$ cat src/rtl/hirq_map.svh
`ifndef HIRQ_MAP_SVH
`define HIRQ_MAP_SVH

// ****************************************
// timing
// ****************************************
`define HIRQ_CLK_PERIOD_PS 4000
`define HIRQ_INIT_NS       100

// ****************************************
// register offsets (byte addresses)
// ****************************************
`define HIRQ_OFS_CTRL   5'h00
`define HIRQ_OFS_STAT   5'h04
`define HIRQ_OFS_MASK   5'h08
`define HIRQ_OFS_STRAP  5'h0C
`define HIRQ_OFS_BASE_A 5'h10
`define HIRQ_OFS_BASE_B 5'h14

// ****************************************
// field positions
// ****************************************
`define HIRQ_CTRL_MODE  0
`define HIRQ_CTRL_CFG   1
`define HIRQ_CTRL_SUSP  2
`define HIRQ_CTRL_PIN   3
`define HIRQ_STRAP_ASEL 0
`define HIRQ_STRAP_CSEL 2
`define HIRQ_STRAP_ADDR 8
`define HIRQ_STRAP_FREQ 16

// ****************************************
// clock select codes, frequency in 100 kHz units
// ****************************************
`define HIRQ_CSEL_38M4  2'h0
`define HIRQ_CSEL_26M0  2'h1
`define HIRQ_CSEL_19M2  2'h2
`define HIRQ_CSEL_12M0  2'h3
`define HIRQ_FREQ_38M4  9'h180
`define HIRQ_FREQ_26M0  9'h104
`define HIRQ_FREQ_19M2  9'h0C0
`define HIRQ_FREQ_12M0  9'h078

// ****************************************
// reset values
// ****************************************
`define HIRQ_BASE_A_RST 7'h08
`define HIRQ_BASE_B_RST 7'h28
`define HIRQ_RD_ZERO    32'h0000_0000

`endif

$ cat src/rtl/hirq_pkg.sv
package hirq_pkg;
    typedef enum logic [1:0] {
        ST_STANDBY = 2'b00,
        ST_INIT    = 2'b01,
        ST_RUN     = 2'b10
    } hirq_state_e;
    typedef logic [6:0] hirq_addr_t;
    typedef logic [8:0] hirq_freq_t;
endpackage

$ cat src/rtl/hirq_sync.sv
`timescale 1ns/1ps
`default_nettype none
module hirq_sync #(
    parameter int W = 1
) (
    // clock and reset
    input  wire logic         clk,
    input  wire logic         reset,
    // async levels in, synchronised out
    input  wire logic [W-1:0] d,
    output logic      [W-1:0] q
);
    logic [W-1:0] meta_ff;

    always_ff @(posedge clk) begin
        if (reset) begin
            meta_ff <= '0;
            q       <= '0;
        end else begin
            meta_ff <= d;
            q       <= meta_ff;
        end
    end
endmodule
`default_nettype wire

$ cat src/rtl/hirq_top.sv
`timescale 1ns/1ps
`default_nettype none
`include "hirq_map.svh"
// Function
// RL1: one mode bit chooses interrupt pin behaviour
// RL2: mode 0: enabled status update pulls pin low
// RL3: writing status register releases pin high
// RL4: mode 1: pin low unless configured and active
// RL5: system picks bus current from pin level
// RL6: two-bit address strap sampled once at init
// RL7: strap[1] picks base, strap[0] gives lsb
// RL8: clock-select strap latched during init
// RL9: reset pin low holds device in standby
// RL10: decode 00/01/10/11 to 38.4/26.0/19.2/12.0 MHz
// RL11: interrupt pin is open drain only
module hirq_top
    import hirq_pkg::*;
#(
    parameter int unsigned NEVT     = 8,
    parameter int unsigned INIT_CYC = (`HIRQ_INIT_NS * 1000 + `HIRQ_CLK_PERIOD_PS - 1) / `HIRQ_CLK_PERIOD_PS
) (
    // clock and reset
    input  wire logic            clk,
    input  wire logic            reset,
    // avalon-mm slave
    input  wire logic [4:0]      avs_address,
    input  wire logic            avs_read,
    input  wire logic            avs_write,
    input  wire logic [31:0]     avs_writedata,
    input  wire logic [3:0]      avs_byteenable,
    output logic      [31:0]     avs_readdata,
    output logic                 avs_waitrequest,
    // device pins
    input  wire logic            reset_n_pin,
    input  wire logic [1:0]      slave_addr_strap,
    input  wire logic [1:0]      clk_sel_strap,
    output logic                 int_n_o,
    output logic                 int_n_oe,
    // hub core side
    input  wire logic [NEVT-1:0] evt_upd,
    input  wire logic            hub_configured,
    input  wire logic            hub_suspended,
    output logic      [6:0]      slave_addr,
    output logic      [1:0]      ref_sel,
    output logic      [8:0]      ref_freq,
    output logic                 standby,
    output logic                 irq
);
    localparam int CW = $clog2(INIT_CYC + 1);

    if (NEVT < 1 || NEVT > 8) begin : g_chk_nevt
        $error("NEVT must be 1..8");
    end
    if (INIT_CYC < 1 || INIT_CYC > 4096) begin : g_chk_init
        $error("INIT_CYC must be 1..4096");
    end

    // ****************************************
    // helpers
    // ****************************************
    function automatic hirq_addr_t pick_addr(input logic [1:0] s, input hirq_addr_t a, input hirq_addr_t b);
        pick_addr = {(s[1] ? b[6:1] : a[6:1]), s[0]};
    endfunction

    function automatic hirq_freq_t dec_freq(input logic [1:0] c);
        unique case (c)
            `HIRQ_CSEL_38M4: dec_freq = `HIRQ_FREQ_38M4;
            `HIRQ_CSEL_26M0: dec_freq = `HIRQ_FREQ_26M0;
            `HIRQ_CSEL_19M2: dec_freq = `HIRQ_FREQ_19M2;
            `HIRQ_CSEL_12M0: dec_freq = `HIRQ_FREQ_12M0;
        endcase
    endfunction

    // ****************************************
    // pin synchronisers and reset
    // ****************************************
    logic [4:0] pin_s;
    logic       rst_int;

    hirq_sync #(
        .W (5)
    ) u_sync (
        .clk   (clk),
        .reset (reset),
        .d     ({reset_n_pin, clk_sel_strap, slave_addr_strap}),
        .q     (pin_s)
    );

    assign rst_int = reset | ~pin_s[4]; // RL9

    // ****************************************
    // standby / init sequencer
    // ****************************************
    hirq_state_e     state_ff;
    hirq_state_e     nxt_state;
    logic [CW-1:0]   cnt_ff;
    logic [1:0]      asel_ff;
    logic [1:0]      csel_ff;
    logic            init_done;

    assign init_done = (state_ff == ST_INIT) && (cnt_ff == CW'(INIT_CYC - 1));

    always_comb begin
        nxt_state = state_ff;
        unique case (state_ff)
            ST_STANDBY: nxt_state = ST_INIT;
            ST_INIT:    nxt_state = init_done ? ST_RUN : ST_INIT;
            ST_RUN:     nxt_state = ST_RUN;
            default:    nxt_state = ST_STANDBY;
        endcase
    end

    always_ff @(posedge clk) begin
        if (rst_int) begin
            state_ff <= ST_STANDBY; // RL9
            cnt_ff   <= '0;
        end else begin
            state_ff <= nxt_state;
            cnt_ff   <= (state_ff == ST_INIT) ? cnt_ff + 1'b1 : '0;
        end
    end

    // straps caught once, at the end of init
    always_ff @(posedge clk) begin
        if (rst_int) begin
            asel_ff <= '0;
            csel_ff <= '0;
        end else if (init_done) begin
            asel_ff <= pin_s[1:0]; // RL6
            csel_ff <= pin_s[3:2]; // RL8
        end
    end

    always_ff @(posedge clk) begin
        if (rst_int) begin
            standby <= 1'b1; // RL9
        end else begin
            standby <= (nxt_state == ST_STANDBY);
        end
    end

    // ****************************************
    // avalon-mm handshake, one wait state
    // ****************************************
    logic        acc;
    logic        wr_go;
    logic [31:0] nxt_rdata;
    logic        mode_ff;
    logic [NEVT-1:0] stat_ff;
    logic [NEVT-1:0] mask_ff;
    hirq_addr_t  base_a_ff;
    hirq_addr_t  base_b_ff;

    assign acc   = (avs_read | avs_write) & avs_waitrequest;
    assign wr_go = avs_write & ~avs_waitrequest & avs_byteenable[0] & ~rst_int;

    always_comb begin
        nxt_rdata = `HIRQ_RD_ZERO;
        unique case (avs_address)
            `HIRQ_OFS_CTRL: begin
                nxt_rdata[`HIRQ_CTRL_MODE] = mode_ff;
                nxt_rdata[`HIRQ_CTRL_CFG]  = hub_configured;
                nxt_rdata[`HIRQ_CTRL_SUSP] = hub_suspended;
                nxt_rdata[`HIRQ_CTRL_PIN]  = int_n_oe;
            end
            `HIRQ_OFS_STAT:   nxt_rdata = 32'(stat_ff);
            `HIRQ_OFS_MASK:   nxt_rdata = 32'(mask_ff);
            `HIRQ_OFS_STRAP: begin
                nxt_rdata[`HIRQ_STRAP_ASEL +: 2] = asel_ff;
                nxt_rdata[`HIRQ_STRAP_CSEL +: 2] = csel_ff;
                nxt_rdata[`HIRQ_STRAP_ADDR +: 7] = slave_addr;
                nxt_rdata[`HIRQ_STRAP_FREQ +: 9] = ref_freq;
            end
            `HIRQ_OFS_BASE_A: nxt_rdata = 32'(base_a_ff);
            `HIRQ_OFS_BASE_B: nxt_rdata = 32'(base_b_ff);
            default:          nxt_rdata = `HIRQ_RD_ZERO;
        endcase
    end

    always_ff @(posedge clk) begin
        if (reset) begin
            avs_waitrequest <= 1'b1;
            avs_readdata    <= `HIRQ_RD_ZERO;
        end else begin
            avs_waitrequest <= ~acc;
            if (acc && avs_read) begin
                avs_readdata <= nxt_rdata;
            end
        end
    end

    // ****************************************
    // control registers
    // ****************************************
    always_ff @(posedge clk) begin
        if (rst_int) begin
            mode_ff   <= 1'b0;
            mask_ff   <= '0;
            base_a_ff <= `HIRQ_BASE_A_RST;
            base_b_ff <= `HIRQ_BASE_B_RST;
        end else if (wr_go) begin
            if (avs_address == `HIRQ_OFS_CTRL) begin
                mode_ff <= avs_writedata[`HIRQ_CTRL_MODE]; // RL1
            end
            if (avs_address == `HIRQ_OFS_MASK) begin
                mask_ff <= avs_writedata[NEVT-1:0];
            end
            if (avs_address == `HIRQ_OFS_BASE_A) begin
                base_a_ff <= avs_writedata[6:0];
            end
            if (avs_address == `HIRQ_OFS_BASE_B) begin
                base_b_ff <= avs_writedata[6:0];
            end
        end
    end

    // ****************************************
    // status, set wins over write-one-clear
    // ****************************************
    logic [NEVT-1:0] stat_clr;

    assign stat_clr = (wr_go && avs_address == `HIRQ_OFS_STAT) ? avs_writedata[NEVT-1:0] : '0;

    always_ff @(posedge clk) begin
        if (rst_int) begin
            stat_ff <= '0;
        end else begin
            stat_ff <= (stat_ff & ~stat_clr) | evt_upd; // RL3
        end
    end

    // ****************************************
    // interrupt pin and outputs
    // ****************************************
    always_ff @(posedge clk) begin
        if (rst_int) begin
            int_n_oe <= 1'b0;
            int_n_o  <= 1'b0;
            irq      <= 1'b0;
        end else begin
            int_n_o <= 1'b0; // RL11
            irq     <= |(stat_ff & mask_ff);
            if (mode_ff) begin
                int_n_oe <= ~(hub_configured & ~hub_suspended); // RL4
            end else begin
                int_n_oe <= |(stat_ff & mask_ff); // RL2
            end
        end
    end

    always_ff @(posedge clk) begin
        if (rst_int) begin
            slave_addr <= `HIRQ_BASE_A_RST;
            ref_sel    <= '0;
            ref_freq   <= `HIRQ_FREQ_38M4;
        end else begin
            slave_addr <= pick_addr(asel_ff, base_a_ff, base_b_ff); // RL7
            ref_sel    <= csel_ff;
            ref_freq   <= dec_freq(csel_ff); // RL10
        end
    end

    // ****************************************
    // assertions
    // ****************************************
    property p_mode_sel;
        @(posedge clk) disable iff (reset)
        (!rst_int && mode_ff && hub_configured && !hub_suspended) |=> !int_n_oe;
    endproperty
    a_mode_sel: assert property (p_mode_sel) else $error("suspend mode ignored"); // RL1

    property p_gen_irq;
        @(posedge clk) disable iff (reset)
        (!rst_int && !mode_ff && |(stat_ff & mask_ff)) |=> int_n_oe;
    endproperty
    a_gen_irq: assert property (p_gen_irq) else $error("pin not pulled on status"); // RL2

    property p_release;
        @(posedge clk) disable iff (reset)
        (wr_go && avs_address == `HIRQ_OFS_STAT && !(|evt_upd) && !mode_ff
            && ((stat_ff & mask_ff & ~avs_writedata[NEVT-1:0]) == '0))
            |=> ((stat_ff & $past(avs_writedata[NEVT-1:0])) == '0) ##1 !int_n_oe;
    endproperty
    a_release: assert property (p_release) else $error("pin not released"); // RL3

    property p_susp;
        @(posedge clk) disable iff (reset)
        (!rst_int && mode_ff && !(hub_configured && !hub_suspended)) |=> int_n_oe;
    endproperty
    a_susp: assert property (p_susp) else $error("suspend level wrong"); // RL4

    property p_strap_once;
        @(posedge clk) disable iff (reset)
        (state_ff == ST_RUN) ##1 (state_ff == ST_RUN) |-> $stable(asel_ff) && $stable(csel_ff);
    endproperty
    a_strap_once: assert property (p_strap_once) else $error("strap relatched"); // RL6

    property p_addr;
        @(posedge clk) disable iff (reset)
        (!rst_int) ##1 (!rst_int) |-> slave_addr[0] == $past(asel_ff[0])
            && slave_addr[6:1] == ($past(asel_ff[1]) ? $past(base_b_ff[6:1]) : $past(base_a_ff[6:1]));
    endproperty
    a_addr: assert property (p_addr) else $error("slave address wrong"); // RL7

    property p_clk_latch;
        @(posedge clk) disable iff (rst_int)
        (state_ff == ST_INIT) ##1 (state_ff == ST_RUN) |-> csel_ff == $past(pin_s[3:2]);
    endproperty
    a_clk_latch: assert property (p_clk_latch) else $error("clock strap not latched"); // RL8

    property p_standby;
        @(posedge clk) disable iff (reset)
        !pin_s[4] |=> standby && state_ff == ST_STANDBY && !int_n_oe;
    endproperty
    a_standby: assert property (p_standby) else $error("standby not held"); // RL9

    property p_freq;
        @(posedge clk) disable iff (rst_int)
        (state_ff == ST_RUN) ##1 (state_ff == ST_RUN) |-> ref_freq ==
            ((ref_sel == `HIRQ_CSEL_38M4) ? `HIRQ_FREQ_38M4 : (ref_sel == `HIRQ_CSEL_26M0) ? `HIRQ_FREQ_26M0 :
             (ref_sel == `HIRQ_CSEL_19M2) ? `HIRQ_FREQ_19M2 : `HIRQ_FREQ_12M0);
    endproperty
    a_freq: assert property (p_freq) else $error("frequency decode wrong"); // RL10

    property p_open_drain;
        @(posedge clk) disable iff (reset)
        int_n_oe |-> !int_n_o;
    endproperty
    a_open_drain: assert property (p_open_drain) else $error("pin driven high"); // RL11
endmodule
`default_nettype wire

$ cat config.mk
export PLATFORM = sky130hd
export DESIGN_NAME = hirq_top
export DESIGN_NICKNAME = d
export VERILOG_FILES = /design/src/rtl/hirq_pkg.sv /design/src/rtl/hirq_sync.sv /design/src/rtl/hirq_top.sv
export VERILOG_INCLUDE_DIRS = /design/src /design/src/rtl
export SDC_FILE = /design/constraint.sdc
export NUM_CORES = 1
export LEC_CHECK = 0
export ABC_CLOCK_PERIOD_IN_PS = 2000
export BUFFER_PORTS_ARGS = -buffer_cell sky130_fd_sc_hd__buf_2
export CORE_MARGIN = 4
export CORE_UTILIZATION = 50
export DETAILED_ROUTE_END_ITERATION = 12
export HOLD_SLACK_MARGIN = 0.1
export MAX_ROUTING_LAYER = met4
export PLACE_DENSITY_LB_ADDON = 0.3
export SYNTH_ARGS = -nofsm -noshare
export SYNTH_HDL_FRONTEND = slang
export SYNTH_HIERARCHICAL = 1
export SYNTH_SLANG_ARGS = --single-unit
$ cat constraint.sdc
create_clock -name clk -period 2 [get_ports clk]
set_clock_uncertainty 0.1 [all_clocks]
set_input_delay 0.1 -clock clk [delete_from_list [all_inputs] [get_ports clk]]
set_output_delay 0.1 -clock clk [all_outputs]
set_load 0.02 [all_outputs]
## Word level (Yosys, flattened, before mapping)

Cells that the tools add are included.

| operators by class | value |
|---|---|
| add/sub/neg operators | 1 |
| multiply operators | 0 |
| divide/modulo/power cells | 0 |
| $lt $le $gt $ge | 0 |
| equal/unequal tests | 11 |
| shifts and indexed selects | 0 |
| multiplexer cells | 10 |
| bitwise operators | 18 |
| reductions and logical operators | 13 |

Operator list:

| cell | number |
|---|---|
| $pmux 9 s4 | 1 |
| $pmux 4 s6 | 1 |
| $and 8x8->8 | 2 |
| $pmux 4 s4 | 1 |
| $eq 5x5->1 const B | 3 |
| $eq 5x4->1 const B | 2 |
| $mux 9 | 1 |
| $mux 8 | 1 |
| $not 8->8 | 1 |
| $or 8x8->8 | 1 |
| $reduce_and 2->1 | 4 |
| $reduce_or 8->1 | 1 |
| $mux 7 | 1 |
| $not 1->1 | 7 |
| $eq 2x2->1 const B | 3 |
| $logic_not 2->1 | 3 |
| $mux 6 | 1 |
| $pmux 2 s3 | 1 |
| $add 5x1->5 const B | 1 |
| $and 1x1->1 | 5 |
| $eq 5x3->1 const B | 1 |
| $logic_not 5->1 | 1 |
| $eq 2x1->1 const B | 2 |
| $logic_and 1x1->1 | 3 |
| 4 further kinds | 5 |

| word-level totals | value |
|---|---|
| register bits after elaboration | 98 |
| bits in latches | 0 |
| bits in writable memories | 0 |
| ROM bits | 0 |
| bits of input ports | 60 |
| output and inout bits | 55 |
| logic and storage cells | 72 |
| memories | 0 |

## Longest topological paths before layout

| logic depth | value |
|---|---|
| word-level depth | 9 |
| depth in mapped cells | 7 |
| mapped depth without buffers | 6 |

## Cells and area by module

The synthesis kept the hierarchy.

Modules (own cells, without submodules):

| module | instances | cells each | area each (µm²) | sequential area each (µm²) |
|---|---|---|---|---|
| hirq_top | 1 | 342 | 3333.2 | 1601.5 |
| hirq_sync | 1 | 20 | 262.8 | 200.2 |

## Worst setup path after synthesis

Ideal clock, no wire load.

| path | value |
|---|---|
| kind | reg-to-reg |
| start | reg avs_waitrequest |
| end | reg mask_ff[0] |
| library setup time | 128 ps |
| data arrival time | 1262 ps |
| data required time | 1772 ps |
| setup slack | 511 ps |
| stages on the path, launching flop included | 6 |
| buffers on the path | 1 |
| clock period less this slack | 1489 ps |
| cells stage by stage | dfxtp_1 -> and3b_1 -> and4_4 -> buf_12 -> mux2i_1 -> nor2_1 |

| on the way | value |
|---|---|
| longest elaborated chain between the ends | 5 |

Ends and longest elaborated chain:

| what | line | RTL |
|---|---|---|
| start, declared | hirq_top.sv:32 | `output logic avs_waitrequest,` |
| start signal, assigned | hirq_top.sv:185 | `avs_waitrequest <= ~acc;` |
| $not 1->1 | hirq_top.sv:155 | `assign wr_go = avs_write & ~avs_waitrequest & avs_byteenable[0] & ~rst_int;` |
| $and 1x1->1 (3 in series) | hirq_top.sv:155 |  |
| $reduce_and 2->1 (no line) | -- |  |
| end signal, assigned | hirq_top.sv:206 | `mask_ff <= avs_writedata[NEVT-1:0];` |
| end, declared | hirq_top.sv:150 | `logic [NEVT-1:0] mask_ff;` |

Every way passes these cells.
A chain may end at the register's enable or synchronous reset.

## Worst setup path after layout

| path | value |
|---|---|
| start | reg avs_waitrequest |
| end | reg stat_ff[4] |

| on the way | value |
|---|---|
| longest elaborated chain between the ends | 9 |

Ends and longest elaborated chain:

| what | line | RTL |
|---|---|---|
| $not 1->1 | hirq_top.sv:155 |  |
| $and 1x1->1 (3 in series) | hirq_top.sv:155 |  |
| $logic_and 1x1->1 (no line) | -- |  |
| $mux 8 | hirq_top.sv:222 | `` assign stat_clr = (wr_go && avs_address == `HIRQ_OFS_STAT) ? avs_writedata[NEVT-1:0] : '0; `` |
| $not 8->8 | hirq_top.sv:228 | `stat_ff <= (stat_ff & ~stat_clr) \| evt_upd;` |
| $and 8x8->8 | hirq_top.sv:228 |  |
| $or 8x8->8 | hirq_top.sv:228 |  |
| end signal, assigned | hirq_top.sv:228 |  |
| end, declared | hirq_top.sv:149 | `logic [NEVT-1:0] stat_ff;` |

Every way passes these cells.

==> flow_metrics.env <==
export IMPL_status="complete, no violations"
export IMPL_syn_avg_cell_area_sq_um=9.93
export IMPL_p_comb_share_pct=7.3
export IMPL_drc=0
export IMPL_ys_ff_latch=90
export IMPL_use_met2_pct=30.5
export IMPL_synthDistinctLibCells=42
export IMPL_synth_cell_area_sq_mm=0.00360
export IMPL_hold_path_startpoint="avs_address[0]"
export IMPL_synth_edf_count=0
export IMPL_slew_viol_final=0
export IMPL_min_period_ns=1.90
export IMPL_io_buffer_count=74
export IMPL_cts_clk_slew_worst_paths_ns=0.09
export IMPL_cpPeakStageDelay_ns=0.56
export IMPL_grt_max_degree=27
export IMPL_synth_ff_type="dfxtp_1"
export IMPL_path_delay_family="buffers and inverters"
export IMPL_h_tree_depth=3
export IMPL_cts_sinks=90
export IMPL_nets=526
export IMPL_hold_violations=0
export IMPL_grt_pass1_wl_mm=13.2
export IMPL_r2r_start="avs_waitrequest"
export IMPL_routedWlPerCell_um=14.4
export IMPL_synth_warnings=6
export IMPL_start_util_pct=52.1
export IMPL_use_met1_pct=25.9
export IMPL_rows=30
export IMPL_grt_overflow_total=0
export IMPL_p_leak_nw=1.93
export IMPL_cts_made_buffers=9
export IMPL_place_ws_ns=0.298
export IMPL_ys_async_sr_fraction_pct=0
export IMPL_critPathLaunch="avs_waitrequest"
export IMPL_cp_slowest_cell="dlygate4sd3_1"
export IMPL_vias=2857
export IMPL_wl_mm=8.13
export IMPL_final_cell_mix="90 x dfxtp_1, 74 x buf_2, 61 x nor2_1"
export IMPL_worstSetupStartpointType="flop"
export IMPL_design_die_area_sq_mm=0.00861
export IMPL_ir_drop_mv=0.372
export IMPL_clock_path_buffers=2
export IMPL_final_antenna_net_count=0
export IMPL_multi_input_area_sq_mm=0.00155
export IMPL_synth_cells=362
export IMPL_seq_area_sq_mm=0.00180
export IMPL_n_fill_cell=631
export IMPL_grt_antenna_before_repair=0
export IMPL_worstMarginPinSlew_ns=0.501
export IMPL_clk_latency_ns=0.37
export IMPL_placed_cell_area_sq_mm=0.00398
export IMPL_final_area_sq_mm=0.00444
export IMPL_dp_hpwl_mm=5.99
export IMPL_cts_tree="built"
export IMPL_viasPerCell=5.06
export IMPL_die_h_um=92.8
export IMPL_pin_count=115
export IMPL_seq_power_share_pct=56.1
export IMPL_drive_gt1_share_pct=25.2
export IMPL_final_common_cell="dfxtp_1"
export IMPL_critPathArrivalTime_ns=2.06
export IMPL_ys_seq_area_share_pct=50.1
export IMPL_max_slew_margin_pct=66.5
export IMPL_grt_usage_pct=20.2
export IMPL_finalSetupTns_ns=0
export IMPL_crit_required_ns=2.16
export IMPL_syn2layout_area_growth_pct=23.5
export IMPL_worstPathMaxFanout=8
export IMPL_dieWidth_um=92.8
export IMPL_met3_usage_pct=5.44
export IMPL_cap_viol_max_count=0
export IMPL_diodes=0
export IMPL_root_buffer="clkbuf_8"
export IMPL_timing_fmax_ghz=0.526
export IMPL_period_share_pct=95.0
export IMPL_worstHoldPathType="input port to flop"
export IMPL_core_sq_mm=0.00691
export IMPL_p_int_mw=2.40
export IMPL_first_global_vias=2716
export IMPL_power_density_mw_per_mm2=731
export IMPL_cp_num_buf_inv=2
export IMPL_p_switching_mw=0.849
export IMPL_crit_chain="and3b_2 -> nand2_1 -> nor2_1 -> buf_4 -> a31oi_1 -> dlygate4sd3_1"
export IMPL_clkPwrFrac_pct=36.6
export IMPL_p_sw_share_pct=26.1
export IMPL_top_usage_layer="met2"
export IMPL_rsz0062_at_grt="false"
export IMPL_gp_congestion=0.943
export IMPL_path_class="flop to flop"
export IMPL_setup_viol=0
export IMPL_setup_ws_ns=0.100
export IMPL_crit_path_end_kind="flop"
export IMPL_firstDrtPassIters=4
export IMPL_finalPower_mw=3.25
export IMPL_drt_initial_drc_count=144
final cells by class:
class                   instances  area share [%]
clock buffers                   9            2.79
flip-flops and latches         90            40.6
clock inverters                 7            1.49
multi-input cells             236            34.8
inverters                      14            1.18
repair buffers                113            16.5
well taps                      96            2.70
power groups by stage:
stage	clock (mW)	sequential [mW]	combinational, mW
after CTS	1.23	1.82	0.234
final	1.19	1.82	0.237
after global routing	1.31	1.82	0.259
after global placement	0	1.86	0.200
after detailed placement	0	1.86	0.202
after floorplan	0	1.87	0.130
sequential cells by signal, summed over array words and instances, names as in the netlist:
register and count:
base_a_ff 7, asel_ff 2, int_n_oe 1, mode_ff 1
standby 1, state_ff 2, avs_readdata 20, u_sync/q 5
ref_freq 5, base_b_ff 7, slave_addr 7, cnt_ff 5
irq 1, u_sync/meta_ff 5, ref_sel 2, mask_ff 8
stat_ff 8, csel_ff 2, avs_waitrequest 1
kinds of logic (layout without fill, tap and decap cells):
logic type / Yosys count / in the layout / synth area share [%]
other cells: 1 / 13 / 0.104
mux: 44 / 44 / 13.5
simple gates: 115 / 115 / 16.0
compound gates: 58 / 58 / 10.5
buf+inv: 48 / 143 / 8.18
flops: 90 / 90 / 50.1
fa+ha+maj: 2 / 2 / 0.696
xor+xnor: 4 / 4 / 0.974
routing by layer:
metal | vias up | part of all wire, %
met5 | - | 0
met4 | 0 | 2.2
met3 | 16 | 6.9
met2 | 95 | 44
met1 | 1329 | 47
li1 | 1417 | -
worst register-to-register path, delay by kind of cell, from the launching register on:
family	cells	cell delay [ns]
compound gates	1	0.10
simple gates	3	0.50
buf+inv	2	0.74
flops	1	0.35
synth_stat cells (all sizes together), types with 2 or more instances:
master / number / area, sq um
and2: 3 / 18.8
buf: 26 / 211
nor3: 3 / 25.0
xor2: 2 / 17.5
and3: 2 / 12.5
clkbuf: 8 / 30.0
a21oi: 4 / 20.0
a32o: 3 / 30.0
mux2i: 36 / 360
nand3: 2 / 10.0
o21ai: 18 / 90.1
a22oi: 17 / 128
nand4: 5 / 37.5
nand2: 18 / 67.6
and4: 3 / 28.8
nor2: 61 / 229
ha: 2 / 25.0
inv: 14 / 52.6
dfxtp: 90 / 1800
a31oi: 11 / 68.8
mux4: 3 / 67.6
xnor2: 2 / 17.5
nor2b: 13 / 81.3
mux2: 5 / 56.3
worst paths after layout:
| path | endpoint | slack [ns] | cells past startpoint |
|---|---|---|---|
| setup / recovery | stat_ff[4] | 0.10 | 6 |
| hold / removal | avs_readdata[6] | 0.15 | 4 |
| hold reg to reg | u_sync/q[1] | 0.34 | 1 |
| setup reg to reg | stat_ff[4] | 0.10 | 6 |
metrics by stage:
step / cells / hold WS [ns] / utilization, %
6_report: 565 / 0.151 / 64.3
5_1_grt: 565 / 0.171 / 64.3
4_1_cts: 565 / 0.139 / 64.3
3_5_place_dp: 522 / 0.214 / 57.6
3_3_place_gp: 522 / 0.207 / 57.6
2_1_floorplan: 374 / 0.0716 / -
timing repair:
item                                   4_1_cts  5_1_grt
buffers inserted                             0        0
hold buffers                                27        0
setup endpoints to repair                    0        8
endpoints found under the hold margin       39        0
gates resized for setup                      0        1
(Power assumes the default switching activity.)
